## src/inc/rtc_reset_defines.vh

```
`ifndef RTC_RESET_DEFINES_VH
`define RTC_RESET_DEFINES_VH

// register offsets
`define REG_CTRL_OFS          8'h00
`define REG_RESET_CMD_OFS     8'h05
`define REG_CENTI_OFS         8'h06
`define REG_SECONDS_OFS       8'h07

// reset command codes
`define CMD_SOFT_RESET        8'h2c
`define CMD_DIVIDER_CLEAR     8'ha4
`define CMD_TS_CLEAR          8'h25
`define CMD_DIV_TS_CLEAR      8'ha5
`define RESET_CMD_READBACK    8'h24

// seconds register layout
`define SEC_OSC_HALT_BIT      7
`define SEC_OSC_HALT_RESET    1'b1

// control register layout
`define CTRL_ARM_BIT          0
`define CTRL_H12_BIT          1
`define CTRL_TC_OFF_BIT       2
`define CTRL_CENTI_OFF_BIT    3
`define CTRL_CLOCK_OUTPUT_PIN_OFF_BIT   4
`define CTRL_PWR_LSB          5
`define CTRL_PWR_MSB          7
`define CTRL_RESET            8'he0
`define CTRL_ARM_RESET        1'b0

// hundredths register
`define CENTI_RESET           8'h00

// timing
`define CLK_PERIOD_NS         5
`define BYPASS_PHASE_MIN_NS   100
`define BYPASS_PHASE_CYC      ((`BYPASS_PHASE_MIN_NS + `CLK_PERIOD_NS - 1) / `CLK_PERIOD_NS)
`define BYPASS_CNT_W          8

`endif

```

## src/rtl/level_sync.v

```verilog
`timescale 1ns/100ps
`default_nettype none

module level_sync (
   // clock and reset
   input  wire       clk_sys,
   input  wire       rst_n,
   // asynchronous levels in, synchronised levels out
   input  wire [4:0] async_in,
   output wire [4:0] sync_out
);

   reg [4:0] meta_r;
   reg [4:0] stable_r;

   // meta_r feeds stable_r only
   always @(posedge clk_sys) begin
      if (!rst_n) begin
         meta_r   <= 5'h00;
         stable_r <= 5'h00;
      end else begin
         meta_r   <= async_in;
         stable_r <= meta_r;
      end
   end

   assign sync_out = stable_r;

endmodule // level_sync

`default_nettype wire

```

## src/rtl/centi_bcd_counter.v

```verilog
`timescale 1ns/100ps
`default_nettype none
`include "rtc_reset_defines.vh"

module centi_bcd_counter (
   // clock and reset
   input  wire       clk_sys,
   input  wire       rst_n,
   // control
   input  wire       hold_clear,
   input  wire       tick,
   input  wire       load,
   input  wire [7:0] load_val,
   // state
   output reg  [7:0] centi_r,
   output reg        wrap_r
);

   wire units_top = (centi_r[3:0] == 4'h9);
   wire tens_top  = (centi_r[7:4] == 4'h9);

   always @(posedge clk_sys) begin
      if (!rst_n || hold_clear) begin
         centi_r <= `CENTI_RESET;
         wrap_r  <= 1'b0;
      end else if (load) begin
         centi_r <= load_val;
         wrap_r  <= 1'b0;
      end else if (tick) begin
         wrap_r <= units_top && tens_top;
         if (!units_top)
            centi_r[3:0] <= centi_r[3:0] + 4'h1;
         else begin
            centi_r[3:0] <= 4'h0;
            centi_r[7:4] <= tens_top ? 4'h0 : centi_r[7:4] + 4'h1;
         end
      end else begin
         wrap_r <= 1'b0;
      end
   end

endmodule // centi_bcd_counter

`default_nettype wire

```

## src/rtl/rtc_reset_and_osc_stop_control.v

```verilog
//
// Function
// - oscillator supply out of range forces internal reset and sets the halt flag
// - after power-on, reset holds until oscillator runs and supply is good
// - halt flag stays 1 after reset until the host writes it to 0
// - supply below the low level counts as oscillator supply failure, reset held
// - power-on reset held for the whole oscillator start-up interval
// - every internal reset, any cause, sets the halt flag
// - power-on reset loads clock output, 24-hour, switch-over off, compensation, hundredths defaults
// - detected bypass pattern releases reset at once
// - writing arm to 0 leaves bypass mode and blocks re-entry
// - command 2ch gives soft reset plus divider clear and timestamp clear
// - command a4h clears only the time divider
// - command 25h zeroes the timestamp registers
// - command a5h clears divider and timestamps together
// - reading the reset command register returns 24h
// - any other command value is ignored
// - soft reset restores defaults but keeps bypass state and fuse status
// - hundredths register counts 00 to 99 in bcd, resets to zero
// - halt flag is bit 7 of seconds register 07h, resets to 1
//
`timescale 1ns/100ps
`default_nettype none
`include "rtc_reset_defines.vh"

module rtc_reset_and_osc_stop_control (
   // clock and reset
   input  wire       clk_sys,
   input  wire       rst_n,
   // analog monitor levels
   input  wire       osc_running_in,
   input  wire       supply_ok_in,
   input  wire       osc_supply_ok_in,
   // serial interface pins, watched for the bypass pattern
   input  wire       sda_ce_in,
   input  wire       scl_in,
   // register access from the serial front end
   input  wire       reg_wr,
   input  wire       reg_rd,
   input  wire [7:0] reg_addr,
   input  wire [7:0] reg_wdata,
   output reg  [7:0] reg_rdata,
   output reg        reg_rvalid,
   // time base
   input  wire       tick_centi,
   input  wire [6:0] seconds_in,
   // reset and command outputs
   output reg        chip_reset,
   output reg        soft_reset_cmd,
   output reg        divider_clear_cmd,
   output reg        ts_clear,
   output wire       centi_wrap,
   // mode outputs
   output reg        reset_bypass_mode,
   output wire       reset_bypass_arm,
   output reg        osc_halt_flag,
   output wire       clock_output_pin_en,
   output wire       hour_mode_24,
   output wire [2:0] batt_mode,
   output wire       temp_comp_en,
   output wire       centi_en
);

   localparam [1:0] PAT_IDLE   = 2'd0;
   localparam [1:0] PAT_SDA_LO = 2'd1;
   localparam [1:0] PAT_SCL_LO = 2'd2;
   localparam [1:0] PAT_SCL_HI = 2'd3;

   localparam integer             PHASE_CYC_INT = `BYPASS_PHASE_CYC;
   localparam [`BYPASS_CNT_W-1:0] PHASE_CYC     = PHASE_CYC_INT[`BYPASS_CNT_W-1:0];
   localparam [7:0]               CTRL_DEF      = `CTRL_RESET;

   wire [4:0] sync_lv;
   wire       osc_run_s;
   wire       supply_ok_s;
   wire       osc_sup_ok_s;
   wire       sda_s;
   wire       scl_s;

   reg  [7:0] ctrl_r;
   reg  [7:0] ctrl_nxt;
   reg        soft_pend_r;
   reg        chip_reset_nxt;
   reg        flag_nxt;
   reg  [1:0] pat_r;
   reg  [1:0] pat_nxt;
   reg  [`BYPASS_CNT_W-1:0] phase_cnt_r;
   reg  [`BYPASS_CNT_W-1:0] phase_cnt_nxt;
   reg        bypass_nxt;
   reg  [7:0] rdata_nxt;

   wire [7:0] centi_val;
   wire       wr_cmd;
   wire       wr_ctrl;
   wire       wr_sec;
   wire       wr_centi;
   wire       cmd_soft;
   wire       cmd_div;
   wire       cmd_ts;
   wire       arm_clear;
   wire       supply_fail;
   wire       osc_stopped;
   wire       phase_done;

   // monitor levels and pins come from outside this clock domain
   level_sync u_sync (
      .clk_sys  (clk_sys),
      .rst_n    (rst_n),
      .async_in ({scl_in, sda_ce_in, osc_supply_ok_in, supply_ok_in, osc_running_in}),
      .sync_out (sync_lv)
   );

   assign osc_run_s    = sync_lv[0];
   assign supply_ok_s  = sync_lv[1];
   assign osc_sup_ok_s = sync_lv[2];
   assign sda_s        = sync_lv[3];
   assign scl_s        = sync_lv[4];

   assign wr_cmd   = reg_wr && (reg_addr == `REG_RESET_CMD_OFS);
   assign wr_ctrl  = reg_wr && (reg_addr == `REG_CTRL_OFS);
   assign wr_sec   = reg_wr && (reg_addr == `REG_SECONDS_OFS);
   assign wr_centi = reg_wr && (reg_addr == `REG_CENTI_OFS);

   // unknown codes decode to nothing
   assign cmd_soft = wr_cmd && (reg_wdata == `CMD_SOFT_RESET);
   assign cmd_div  = wr_cmd && ((reg_wdata == `CMD_SOFT_RESET) ||
                                (reg_wdata == `CMD_DIVIDER_CLEAR) ||
                                (reg_wdata == `CMD_DIV_TS_CLEAR));
   assign cmd_ts   = wr_cmd && ((reg_wdata == `CMD_SOFT_RESET) ||
                                (reg_wdata == `CMD_TS_CLEAR) ||
                                (reg_wdata == `CMD_DIV_TS_CLEAR));

   assign arm_clear = wr_ctrl && !reg_wdata[`CTRL_ARM_BIT];

   // low supply takes the oscillator supply down with it
   assign supply_fail = !supply_ok_s || !osc_sup_ok_s;
   assign osc_stopped = !osc_run_s;

   // reset cause merge; bypass only masks the oscillator start-up wait
   always @* begin
      chip_reset_nxt = supply_fail ||
                       (osc_stopped && !reset_bypass_mode) ||
                       soft_pend_r;
   end

   always @(posedge clk_sys) begin
      if (!rst_n) begin
         chip_reset  <= 1'b1;
         soft_pend_r <= 1'b0;
      end else begin
         chip_reset  <= chip_reset_nxt;
         soft_pend_r <= cmd_soft;
      end
   end

   // command pulses, one cycle each
   always @(posedge clk_sys) begin
      if (!rst_n) begin
         soft_reset_cmd    <= 1'b0;
         divider_clear_cmd <= 1'b0;
         ts_clear          <= 1'b0;
      end else begin
         soft_reset_cmd    <= cmd_soft;
         divider_clear_cmd <= cmd_div;
         ts_clear          <= cmd_ts;
      end
   end

   // halt flag: any reset sets it, set wins over a host clear
   always @* begin
      flag_nxt = osc_halt_flag;
      if (wr_sec && !reg_wdata[`SEC_OSC_HALT_BIT])
         flag_nxt = 1'b0;
      if (chip_reset || chip_reset_nxt)
         flag_nxt = 1'b1;
   end

   always @(posedge clk_sys) begin
      if (!rst_n)
         osc_halt_flag <= `SEC_OSC_HALT_RESET;
      else
         osc_halt_flag <= flag_nxt;
   end

   // control register; arm survives internal and soft reset
   always @* begin
      ctrl_nxt = ctrl_r;
      if (wr_ctrl)
         ctrl_nxt = reg_wdata;
      if (chip_reset)
         ctrl_nxt = {CTRL_DEF[7:1], ctrl_nxt[`CTRL_ARM_BIT]};
   end

   always @(posedge clk_sys) begin
      if (!rst_n) begin
         ctrl_r                <= `CTRL_RESET;
         ctrl_r[`CTRL_ARM_BIT] <= `CTRL_ARM_RESET;
      end else begin
         ctrl_r <= ctrl_nxt;
      end
   end

   assign reset_bypass_arm = ctrl_r[`CTRL_ARM_BIT];
   assign hour_mode_24     = !ctrl_r[`CTRL_H12_BIT];
   assign temp_comp_en     = !ctrl_r[`CTRL_TC_OFF_BIT];
   assign centi_en         = !ctrl_r[`CTRL_CENTI_OFF_BIT];
   assign clock_output_pin_en        = !ctrl_r[`CTRL_CLOCK_OUTPUT_PIN_OFF_BIT];
   assign batt_mode        = ctrl_r[`CTRL_PWR_MSB:`CTRL_PWR_LSB];

   // bypass entry pattern: data low with clock high, clock low, clock high,
   // then data high; each phase held for the minimum time
   assign phase_done = (phase_cnt_r >= PHASE_CYC);

   always @* begin
      pat_nxt       = pat_r;
      phase_cnt_nxt = phase_done ? phase_cnt_r : phase_cnt_r + 1'b1;
      bypass_nxt    = reset_bypass_mode;
      case (pat_r)
         PAT_IDLE: begin
            phase_cnt_nxt = {`BYPASS_CNT_W{1'b0}};
            if (!sda_s && scl_s)
               pat_nxt = PAT_SDA_LO;
         end
         PAT_SDA_LO: begin
            if (sda_s)
               pat_nxt = PAT_IDLE;
            else if (!scl_s) begin
               pat_nxt       = phase_done ? PAT_SCL_LO : PAT_IDLE;
               phase_cnt_nxt = {`BYPASS_CNT_W{1'b0}};
            end
         end
         PAT_SCL_LO: begin
            if (scl_s) begin
               pat_nxt       = phase_done ? PAT_SCL_HI : PAT_IDLE;
               phase_cnt_nxt = {`BYPASS_CNT_W{1'b0}};
            end
         end
         PAT_SCL_HI: begin
            if (!scl_s)
               pat_nxt = PAT_IDLE;
            else if (sda_s) begin
               pat_nxt    = PAT_IDLE;
               bypass_nxt = phase_done;
            end
         end
         default: begin
            pat_nxt = PAT_IDLE;
         end
      endcase
      // disarmed: no new entry and any active bypass ends
      if (!reset_bypass_arm || arm_clear) begin
         pat_nxt    = PAT_IDLE;
         bypass_nxt = 1'b0;
      end
   end

   // bypass state is untouched by soft reset; power-on, disarming or a pattern with a short last phase clears it
   always @(posedge clk_sys) begin
      if (!rst_n) begin
         pat_r             <= PAT_IDLE;
         phase_cnt_r       <= {`BYPASS_CNT_W{1'b0}};
         reset_bypass_mode <= 1'b0;
      end else begin
         pat_r             <= pat_nxt;
         phase_cnt_r       <= phase_cnt_nxt;
         reset_bypass_mode <= bypass_nxt;
      end
   end

   // hundredths counter, frozen at zero during reset
   centi_bcd_counter u_centi (
      .clk_sys    (clk_sys),
      .rst_n      (rst_n),
      .hold_clear (chip_reset),
      .tick       (tick_centi && centi_en),
      .load       (wr_centi),
      .load_val   (reg_wdata),
      .centi_r    (centi_val),
      .wrap_r     (centi_wrap)
   );

   // read path, data one cycle after the strobe
   always @* begin
      case (reg_addr)
         `REG_RESET_CMD_OFS: rdata_nxt = `RESET_CMD_READBACK;
         `REG_CENTI_OFS:     rdata_nxt = centi_val;
         `REG_SECONDS_OFS:   rdata_nxt = {osc_halt_flag, seconds_in};
         `REG_CTRL_OFS:      rdata_nxt = ctrl_r;
         default:            rdata_nxt = 8'h00;
      endcase
   end

   always @(posedge clk_sys) begin
      if (!rst_n) begin
         reg_rdata  <= 8'h00;
         reg_rvalid <= 1'b0;
      end else begin
         reg_rdata  <= reg_rd ? rdata_nxt : reg_rdata;
         reg_rvalid <= reg_rd;
      end
   end

endmodule // rtc_reset_and_osc_stop_control

`default_nettype wire

```

## config.mk

```make
export PLATFORM = sky130hd
export DESIGN_NAME = rtc_reset_and_osc_stop_control
export DESIGN_NICKNAME = d
export VERILOG_FILES = /design/src/rtl/level_sync.v /design/src/rtl/centi_bcd_counter.v /design/src/rtl/rtc_reset_and_osc_stop_control.v
export VERILOG_INCLUDE_DIRS = /design/src /design/src/inc
export SDC_FILE = /design/constraint.sdc
export NUM_CORES = 1
export LEC_CHECK = 0
export BUFFER_PORTS_ARGS = -buffer_cell sky130_fd_sc_hd__buf_2
export CAP_MARGIN = 20
export CORE_ASPECT_RATIO = 1.2
export CORE_UTILIZATION = 53
export DETAILED_ROUTE_END_ITERATION = 8
export PLACE_DENSITY = 0.79
export SKIP_CTS_REPAIR_TIMING = 1
export SYNTH_ARGS = -nofsm -noshare
export SYNTH_HDL_FRONTEND = slang
export SYNTH_SLANG_ARGS = --single-unit
```

## constraint.sdc

```tcl
create_clock -name clk_sys -period 3.4 [get_ports clk_sys]
set_clock_uncertainty 0.2 [all_clocks]
set_input_delay 0.68 -clock clk_sys [delete_from_list [all_inputs] [get_ports clk_sys]]
set_output_delay 0.68 -clock clk_sys [all_outputs]
set_load 0.03 [all_outputs]
```

# Word level (Yosys, flattened, before mapping)
# Cells that the tools add are included.
# classes
eq_ne,16
addsub,3
n_reduce_logical,47
bitwise_logic,2
n_mux,21
order_cmp,1
# op_table
cell,n
8-bit 2-to-1 mux,6
8-bit one-hot mux with 4 select lines,1
8-bit by 3-bit == test with 1-bit output (second input constant),3
8-bit one-hot mux with 3 select lines,1
8-bit by 6-bit == test with 1-bit output (second input constant),2
8-bit == test (second input constant),2
2-bit 2-to-1 mux,8
1-bit logical AND,13
1-bit zero test,13
4-bit 2-to-1 mux,3
1-bit logical OR,10
4-bit by 1-bit adder with 4-bit output (second input constant),2
8-bit by 1-bit adder with 8-bit output (second input constant),1
4-bit == test (second input constant),2
8-bit by 5-bit >= comparator with 1-bit output (second input constant),1
8-bit zero test,1
2-bit one-hot mux with 4 select lines,1
3-bit != test (second input constant),2
2-bit OR reduction,3
2-bit == test (second input constant),2
4-bit AND reduction,1
2-bit nonzero test,2
3-bit AND reduction,1
3-bit OR reduction,1
other kinds (7),8
# word_totals
register_bits,52
out_inout_bits,24
elab_cells,107

# Logic depth before layout (Yosys ltp)
# Gate-level depths: netlist of run 1.
# logic_depth
ltp_word,6
ltp_mapped,7
mapped_depth_nobuf,4

# By module
# Synthesis of run 1 repeated with hierarchy kept, for this count alone.
# unflattened
hier_cells,282
hier_area_um2,2452.4
# by_module_without_submodules
mod,instances,area_per_inst_um2,cells_each
rtc_reset_and_osc_stop_control,1,1674.1,202
centi_bcd_counter,1,515.5,60
level_sync,1,262.8,20

# Least setup slack after synthesis of run 1
# OpenSTA, ideal clock, no wires.
# synth_path
path_kind,input to register
startpoint,in reg_addr[3]
endpoint,reg osc_halt_flag
slack_ps,1321
arrival_ps,1751
cell_stages,4
path_cell_list,or4_4 > nor3_4 > a31oi_1 > nand3b_1
# synth_between
elab_chain_len,3
# synth_lines
item,line,rtl
start: declaration,rtc_reset_and_osc_stop_control.v:40,"input wire [7:0] reg_addr,"
8-bit by 3-bit == test with 1-bit output,-,
1-bit logical AND,rtc_reset_and_osc_stop_control.v:121,assign wr_sec = reg_wr && (reg_addr == `REG_SECONDS_OFS);
1-bit logical AND,rtc_reset_and_osc_stop_control.v:172,if (wr_sec && !reg_wdata[`SEC_OSC_HALT_BIT])
end signal: assignment,rtc_reset_and_osc_stop_control.v:180,osc_halt_flag <= `SEC_OSC_HALT_RESET;
end signal: assignment,rtc_reset_and_osc_stop_control.v:182,osc_halt_flag <= flag_nxt;
end: declaration,rtc_reset_and_osc_stop_control.v:56,"output reg osc_halt_flag,"
# Every way passes these cells.
# A chain may end at the register's enable or synchronous reset.

# Worst setup path in the final report of run 1
# layout_path
startpoint,in reg_addr[3]
endpoint,reg u_centi.centi_r[4]
# layout_between
elab_chain_len,4
word_cells_on_any_way,6
# layout_lines
item,line,rtl
8-bit by 3-bit == test with 1-bit output (*),-,
1-bit logical AND (*),rtc_reset_and_osc_stop_control.v:122,assign wr_centi = reg_wr && (reg_addr == `REG_CENTI_OFS);
2-bit nonzero test (no line),-,
2-bit AND reduction (no line),-,
end signal: assignment,centi_bcd_counter.v:24,centi_r <= `CENTI_RESET;
end signal: assignment,centi_bcd_counter.v:27,centi_r <= load_val;
end signal: assignment,centi_bcd_counter.v:35,centi_r[7:4] <= tens_top ? 4'h0 : centi_r[7:4] + 4'h1;
end: declaration,centi_bcd_counter.v:15,"output reg [7:0] centi_r,"
# Every way passes the cells marked *; elsewhere a longest branch is shown, timed or not.

==> flow_metrics.env, run 1 <==
export IMPL_outcome="complete, no violations"
export IMPL_numCtsBuffers=5
export IMPL_multi_input_area_um2=1140
export IMPL_tritoncts="built"
export IMPL_hp_class="flop to flop"
export IMPL_pre_cts_ws_ns=0.918
export IMPL_async_reset_ff_frac=0
export IMPL_insertedDiodeCount=0
export IMPL_tightestPinTransition_ns=0.719
export IMPL_layout_drive_gt1_share=0.225
export IMPL_rows=25
export IMPL_crit_path_max_fanout=15
export IMPL_grt_pass1_wl_mm=8.19
export IMPL_tns_ns=0
export IMPL_path_cells="buf_2 -> nor4_1 -> nand4_1 -> o21ai_0 -> a21oi_1"
export IMPL_avgSynthCellArea_um2=8.98
export IMPL_slowest_stage="nand4_1"
export IMPL_nNetsFinal=341
export IMPL_yosysWarnings=0
export IMPL_cts_clk_slew_worst_paths_ns=0.09
export IMPL_hold_viol_final=0
export IMPL_dpl_hpwl_mm=3.76
export IMPL_drt_total_wl_mm=4.86
export IMPL_ant_nets=0
export IMPL_max_vdd_ir_drop_v=0.000311
export IMPL_grt_remaining_overflow=0
export IMPL_drv_cap=0
export IMPL_synthesis_nets=291
export IMPL_wire_per_inst_um=13.4
export IMPL_critPathLaunchType="primary input"
export IMPL_core_area_um2=4040
export IMPL_numClockSinks=52
export IMPL_crit_start="reg_addr[3]"
export IMPL_drv_slew=0
export IMPL_fmax_mhz=452
export IMPL_cp_required_ns=3.39
export IMPL_route_detailed_drc=0
export IMPL_rrSetupSlack_ns=1.66
export IMPL_vias=1967
export IMPL_synth_cell_type_count=46
export IMPL_rsz0062_at_grt="no"
export IMPL_syn_area_um2=2300
export IMPL_crit_family="simple AND/OR/NAND/NOR gates"
export IMPL_drt_iter0_drc=85
export IMPL_synth_seq_cells=52
export IMPL_holdPathEnd="u_sync.sync_out[4]"
export IMPL_crit_arrival_ns=2.21
export IMPL_port_buffers=56
export IMPL_r2r_end="pat_r[1]"
export IMPL_timing_rr_start="phase_cnt_r[7]"
export IMPL_root_buffer="clkbuf_8"
export IMPL_layout_setup_ws_ns=1.19
export IMPL_hold_depth=1
export IMPL_crit_cells=5
export IMPL_start_util=0.570
export IMPL_syn2layout_area_growth_pct=16.4
export IMPL_ys_seq_area_frac=0.453
export IMPL_p_leak_nw=1.11
export IMPL_h_tree_depth=2
export IMPL_track_usage=0.228
export IMPL_grt_max_degree=23
export IMPL_seq_area_um2=1040
export IMPL_clkLatencyLatePin_ns=0.30
export IMPL_worstSetupPathType="primary input to flop"
export IMPL_cpPeakStageDelay_ns=0.55
export IMPL_antenna_found_initial=0
export IMPL_synth_flop_cell="dfxtp_1"
export IMPL_fin_crit_sh=0.651
export IMPL_die_area_um2=4610
export IMPL_end_kind="flop"
export IMPL_finalSetupViolations=0
export IMPL_min_delay_start="u_sync.meta_r[4]"
export IMPL_fillCellCount=359
export IMPL_reg2reg_depth=4
export IMPL_grt_pass1_vias=1820
export IMPL_die_h_um=74.2
export IMPL_cts_max_path_buffers=2
export IMPL_gp_congestion=0.892
export IMPL_via_per_inst=5.45
export IMPL_first_pass_iters=4
export IMPL_synth_edff_count=0
export IMPL_ios=57
export IMPL_syn_inst=256
export IMPL_slew_headroom=0.520
export IMPL_die_w_um=62.1
export IMPL_p_per_area_nw_per_um2=388
export IMPL_cp_num_buf_inv=1
export IMPL_final_min_clock_period_ns=2.21
cells in the mapped netlist (6+ instances only):
master,n,share of area
and2_1,15,0.041
buf_2,6,0.013
inv_1,11,0.018
a22oi_1,8,0.026
o21ai_0,13,0.028
and3_1,6,0.016
mux2i_1,9,0.039
a22o_1,8,0.030
o21ai_1,9,0.020
dfxtp_1,52,0.45
nand2_1,18,0.029
nor2_1,19,0.031
a21oi_1,9,0.020
nor2b_1,11,0.030
layout make-up:
cell class,instances,share of cell area
Inverter,11,0.0154
Sequential cell,52,0.389
Clock inverter,1,0.00281
Timing Repair Buffer,57,0.108
Tap cell,54,0.0252
Clock buffer,7,0.0323
Multi-Input combinational cell,179,0.428
power by group:
part	total, mW	switching [mW]	internal (mW)
logic	0.0591	0.0330	0.0261
clock network	0.362	0.196	0.166
registers	0.617	0.00218	0.615
registers in the layout (all words and copies together) (netlist names):
register           count
reset_bypass_mode      1
u_centi.centi_r        8
ctrl_r                 8
pat_r                  2
divider_clear_cmd      1
reg_rvalid             1
phase_cnt_r            8
reg_rdata              8
chip_reset             1
soft_reset_cmd         1
u_centi.wrap_r         1
ts_clear               1
osc_halt_flag          1
u_sync.sync_out        5
u_sync.meta_r          5
routing by layer:
| layer | track usage | vias to the layer above | share of wire |
|---|---|---|---|
| met5 | 0 | - | 0 |
| met4 | 0.0956 | 0 | 0.015 |
| met2 | 0.424 | 62 | 0.50 |
| met3 | 0.0644 | 8 | 0.053 |
| met1 | 0.248 | 905 | 0.43 |
| li1 | - | 992 | - |
stage by stage:
stage,power [mW],cell area [um^2],hold slack [ns],std cells,util
2_1_floorplan,0.662,2300,0.212,256,-
3_3_place_gp,0.689,2580,0.213,353,0.640
3_5_place_dp,0.690,2580,0.220,353,0.640
4_1_cts,1.04,2680,0.243,361,0.663
5_1_grt,1.08,2680,0.253,361,0.663
6_report,1.04,2680,0.240,361,0.663
worst max path at each step:
| stage | endpoint | slack (ns) |
|---|---|---|
| final | u_centi.centi_r[4] | 1.19 |
| after global routing | u_centi.centi_r[4] | 1.05 |
| after CTS | u_centi.centi_r[4] | 1.24 |
| after detailed placement | u_centi.centi_r[4] | 0.92 |
| after global placement | u_centi.centi_r[2] | 1.0 |
| after floorplan | osc_halt_flag | 1.32 |
layout by cell type (no fill, tap or decap), drive strengths merged, types with 2 or more instances in the layout:
cell type  count
nand2         18
o21ai         22
nand2b         4
dfxtp         52
and2          15
clkbuf         7
a211oi         2
o211a          2
nand4          3
and3           6
nor4           3
nand3          5
a22o           8
mux2i          9
buf           57
nor2          20
xor2           2
nor3           7
nor3b          2
nand3b         2
o211ai         2
xnor2          5
ha             2
nor2b         11
inv           11
a21oi          9
a22oi          8
cells by family (layout without fill, tap and decap cells):
| group | count (synthesis) | count (layout) | synth area share |
|---|---|---|---|
| AO/OA/AOI/OAI | 59 | 59 | 0.168 |
| XOR/XNOR | 7 | 7 | 0.0267 |
| adder cells (fa/ha/maj) | 2 | 2 | 0.0109 |
| buffers and inverters | 25 | 76 | 0.0495 |
| flip-flops | 52 | 52 | 0.453 |
| multiplexers | 9 | 9 | 0.0392 |
| AND/OR/NAND/NOR | 102 | 102 | 0.253 |
Note: power is estimated with default switching activity, not from simulation.
==> run 2, diff against run 1 <==
--- a/config.mk
+++ b/config.mk
@@ -6,12 +6,13 @@
 export SDC_FILE = /design/constraint.sdc
 export NUM_CORES = 1
 export LEC_CHECK = 0
+export ABC_AREA = 1
 export BUFFER_PORTS_ARGS = -buffer_cell sky130_fd_sc_hd__buf_2
 export CAP_MARGIN = 20
 export CORE_ASPECT_RATIO = 1.2
-export CORE_UTILIZATION = 53
+export CORE_UTILIZATION = 48
 export DETAILED_ROUTE_END_ITERATION = 8
-export PLACE_DENSITY = 0.79
+export PLACE_DENSITY = 0.75
 export SKIP_CTS_REPAIR_TIMING = 1
 export SYNTH_ARGS = -nofsm -noshare
 export SYNTH_HDL_FRONTEND = slang
==> constraint.sdc (replaced) <==
create_clock -name clk_sys -period 1.9 [get_ports clk_sys]
set_clock_uncertainty 0.2 [all_clocks]
set_input_delay 0.38 -clock clk_sys [delete_from_list [all_inputs] [get_ports clk_sys]]
set_output_delay 0.38 -clock clk_sys [all_outputs]
set_load 0.03 [all_outputs]
==> run 2 against run 1 <==
Effect of this change: combinational power up 100%; non-clock buffer count up 3; first-iteration DRC count up 120%; sequential share of layout area down 3.2 points; final area up 8.9%; routed wire length up 15%; clock-buffer cell count down 1; synthesized cell count up 39%; worst hold slack worse by 0.19 ns; critical path type is now flop to output pin; largest power group unchanged.
==> flow_metrics.env, run 2 <==
export IMPL_syn_area_um2=2490
export IMPL_numClockSinks=52
export IMPL_finalSetupViolations=0
export IMPL_track_usage=0.221
export IMPL_p_leak_nw=1.33
export IMPL_synth_cell_type_count=30
export IMPL_drv_slew=0
export IMPL_yosys_area_top_type="dfxtp_1"
export IMPL_end_kind="output pin"
export IMPL_whs_ns=0.0461
export IMPL_route_detailed_drc=0
export IMPL_hp_class="primary input to flop"
export IMPL_ys_top_cells_by_count="nand2_1 (82), dfxtp_1 (52), inv_1 (46), nand3_1 (40), nor2_1 (40)"
export IMPL_avgSynthCellArea_um2=7.02
export IMPL_sw_frac_of_total=0.224
export IMPL_drt_iter0_drc=189
export IMPL_synth_xor_area_frac=0.00703
export IMPL_fmax_mhz=658
export IMPL_first_pass_iters=5
export IMPL_fillCellCount=510
export IMPL_final_min_clock_period_ns=1.52
export IMPL_port_buffers=56
export IMPL_cp_required_ns=1.32
export IMPL_synthesis_nets=390
export IMPL_layout_common_cells="nand2_1 (82), buf_2 (56), dfxtp_1 (52)"
export IMPL_core_area_um2=4970
export IMPL_die_w_um=67.8
export IMPL_synth_fa_ha_area_frac=0.0100
export IMPL_p_per_area_nw_per_um2=682
export IMPL_p_int_mw=1.54
export IMPL_layout_commonest_cell="nand2_1"
export IMPL_clock_power_share=0.385
export IMPL_tightestPinTransition_ns=0.427
export IMPL_rsz0062_at_grt="no"
export IMPL_multi_input_area_um2=1190
export IMPL_synth_mux_area_frac=0
export IMPL_cts_max_path_buffers=2
export IMPL_synthSimpleGateAreaFrac=0.360
export IMPL_grt_pass1_vias=2109
export IMPL_numCtsBuffers=5
export IMPL_crit_path_max_fanout=3
export IMPL_yosysWarnings=0
export IMPL_worstSetupPathType="flop to output pin"
export IMPL_yosysMostFrequentCell="nand2_1"
export IMPL_die_area_um2=5490
export IMPL_tritoncts="built"
export IMPL_p_sw_mw=0.445
export IMPL_grt_pass1_wl_mm=9.08
export IMPL_antenna_found_initial=0
export IMPL_synth_flop_cell="dfxtp_1"
export IMPL_syn2layout_area_growth_pct=17.0
export IMPL_slowest_stage="dfxtp_1"
export IMPL_insertedDiodeCount=0
export IMPL_cpPeakStageDelay_ns=0.40
export IMPL_slew_headroom=0.715
export IMPL_ant_nets=0
export IMPL_synth_area_top_cells="dfxtp_1 (42%), nand2_1 (12%), nand3_1 (8.0%)"
export IMPL_crit_family="flip-flops"
export IMPL_ios=57
export IMPL_ys_seq_area_frac=0.418
export IMPL_outcome="complete, no violations"
export IMPL_drt_total_wl_mm=5.59
export IMPL_syn_inst=355
export IMPL_synth_seq_cells=52
export IMPL_synth_compound_area_frac=0.0999
export IMPL_grt_remaining_overflow=0
export IMPL_critPathLaunchType="flop"
export IMPL_die_h_um=80.9
export IMPL_crit_arrival_ns=0.94
export IMPL_fin_util=0.586
export IMPL_pwr_share_comb=0.059
export IMPL_total_power_mw=1.99
export IMPL_power_frac_seq=0.556
export IMPL_seq_area_um2=1040
export IMPL_tns_ns=0
export IMPL_async_reset_ff_frac=0
export IMPL_gp_congestion=0.848
export IMPL_drv_cap=0
export IMPL_vias=2421
export IMPL_nNetsFinal=447
export IMPL_path_cells="inv_1 -> buf_2"
export IMPL_wire_per_inst_um=11.8
export IMPL_fin_crit_sh=0.800
export IMPL_synth_top_family_by_area="simple AND/OR/NAND/NOR gates"
export IMPL_via_per_inst=5.12
export IMPL_dpl_hpwl_mm=4.27
export IMPL_cp_num_buf_inv=2
export IMPL_root_buffer="clkbuf_8"
export IMPL_grt_max_degree=17
export IMPL_rows=28
export IMPL_start_util=0.501
export IMPL_hold_viol_final=0
export IMPL_clkLatencyLatePin_ns=0.30
export IMPL_h_tree_depth=2
export IMPL_layout_drive_gt1_share=0.213
export IMPL_synth_top_cell_area_share=0.418
export IMPL_cts_clk_slew_worst_paths_ns=0.10
export IMPL_max_vdd_ir_drop_v=0.000522
export IMPL_synth_edff_count=0
## run 2: layer usage
layer,GRT usage,vias up,share of wire,routed length [um]
li1,-,1247,-,-
met1,0.248,1086,0.42,2330
met2,0.387,76,0.50,2800
met3,0.0562,12,0.063,350
met4,0.0958,0,0.020,114
met5,0,-,0,0
## run 2: final cells by class
class,count,share of cell area
clock buffers,6,0.0249
clock inverters,2,0.0133
inverters,50,0.0644
multi-input cells,243,0.408
flip-flops and latches,52,0.357
well taps,60,0.0258
repair buffers,60,0.106
## run 2: power by group through the flow
stage / Clock, mW / Sequential (mW) / Combinational [mW]
finish: 0.765 / 1.10 / 0.118
detailed placement: 0 / 1.13 / 0.118
floorplan: 0 / 1.13 / 0.0565
CTS: 0.787 / 1.10 / 0.118
global route: 0.829 / 1.11 / 0.132
global placement: 0 / 1.13 / 0.117
## run 2: tightest hold or removal path, stage by stage
cell     delay (ns)
buf_2          0.07
nand2_1        0.04
inv_1          0.04
## run 2: path summary, 6_finish.rpt
kind,startpoint,end,slack [ns],cells past startpoint
max,ctrl_r[3],centi_en,0.38,2
min,sda_ce_in,u_sync.meta_r[3],0.05,3
max reg2reg,u_centi.centi_r[0],u_centi.centi_r[7],0.39,8
min reg2reg,u_sync.meta_r[2],u_sync.sync_out[2],0.22,2
## run 2: per-stage QoR
| step | setup slack [ns] | instances | area (um^2) |
|---|---|---|---|
| floorplan | 0.378 | 355 | 2490 |
| global placement | 0.169 | 465 | 2800 |
| detailed placement | 0.121 | 465 | 2800 |
| CTS | 0.368 | 473 | 2920 |
| global route | 0.195 | 473 | 2920 |
| finish | 0.380 | 473 | 2920 |
## run 2: logic make-up after synthesis
group                      Yosys count
xor gates and xnor gates             2
buffers and inverters               60
adders and majority gates            2
and+or+nand+nor                    192
DFF                                 52
AOI/OAI and AO/OA                   47
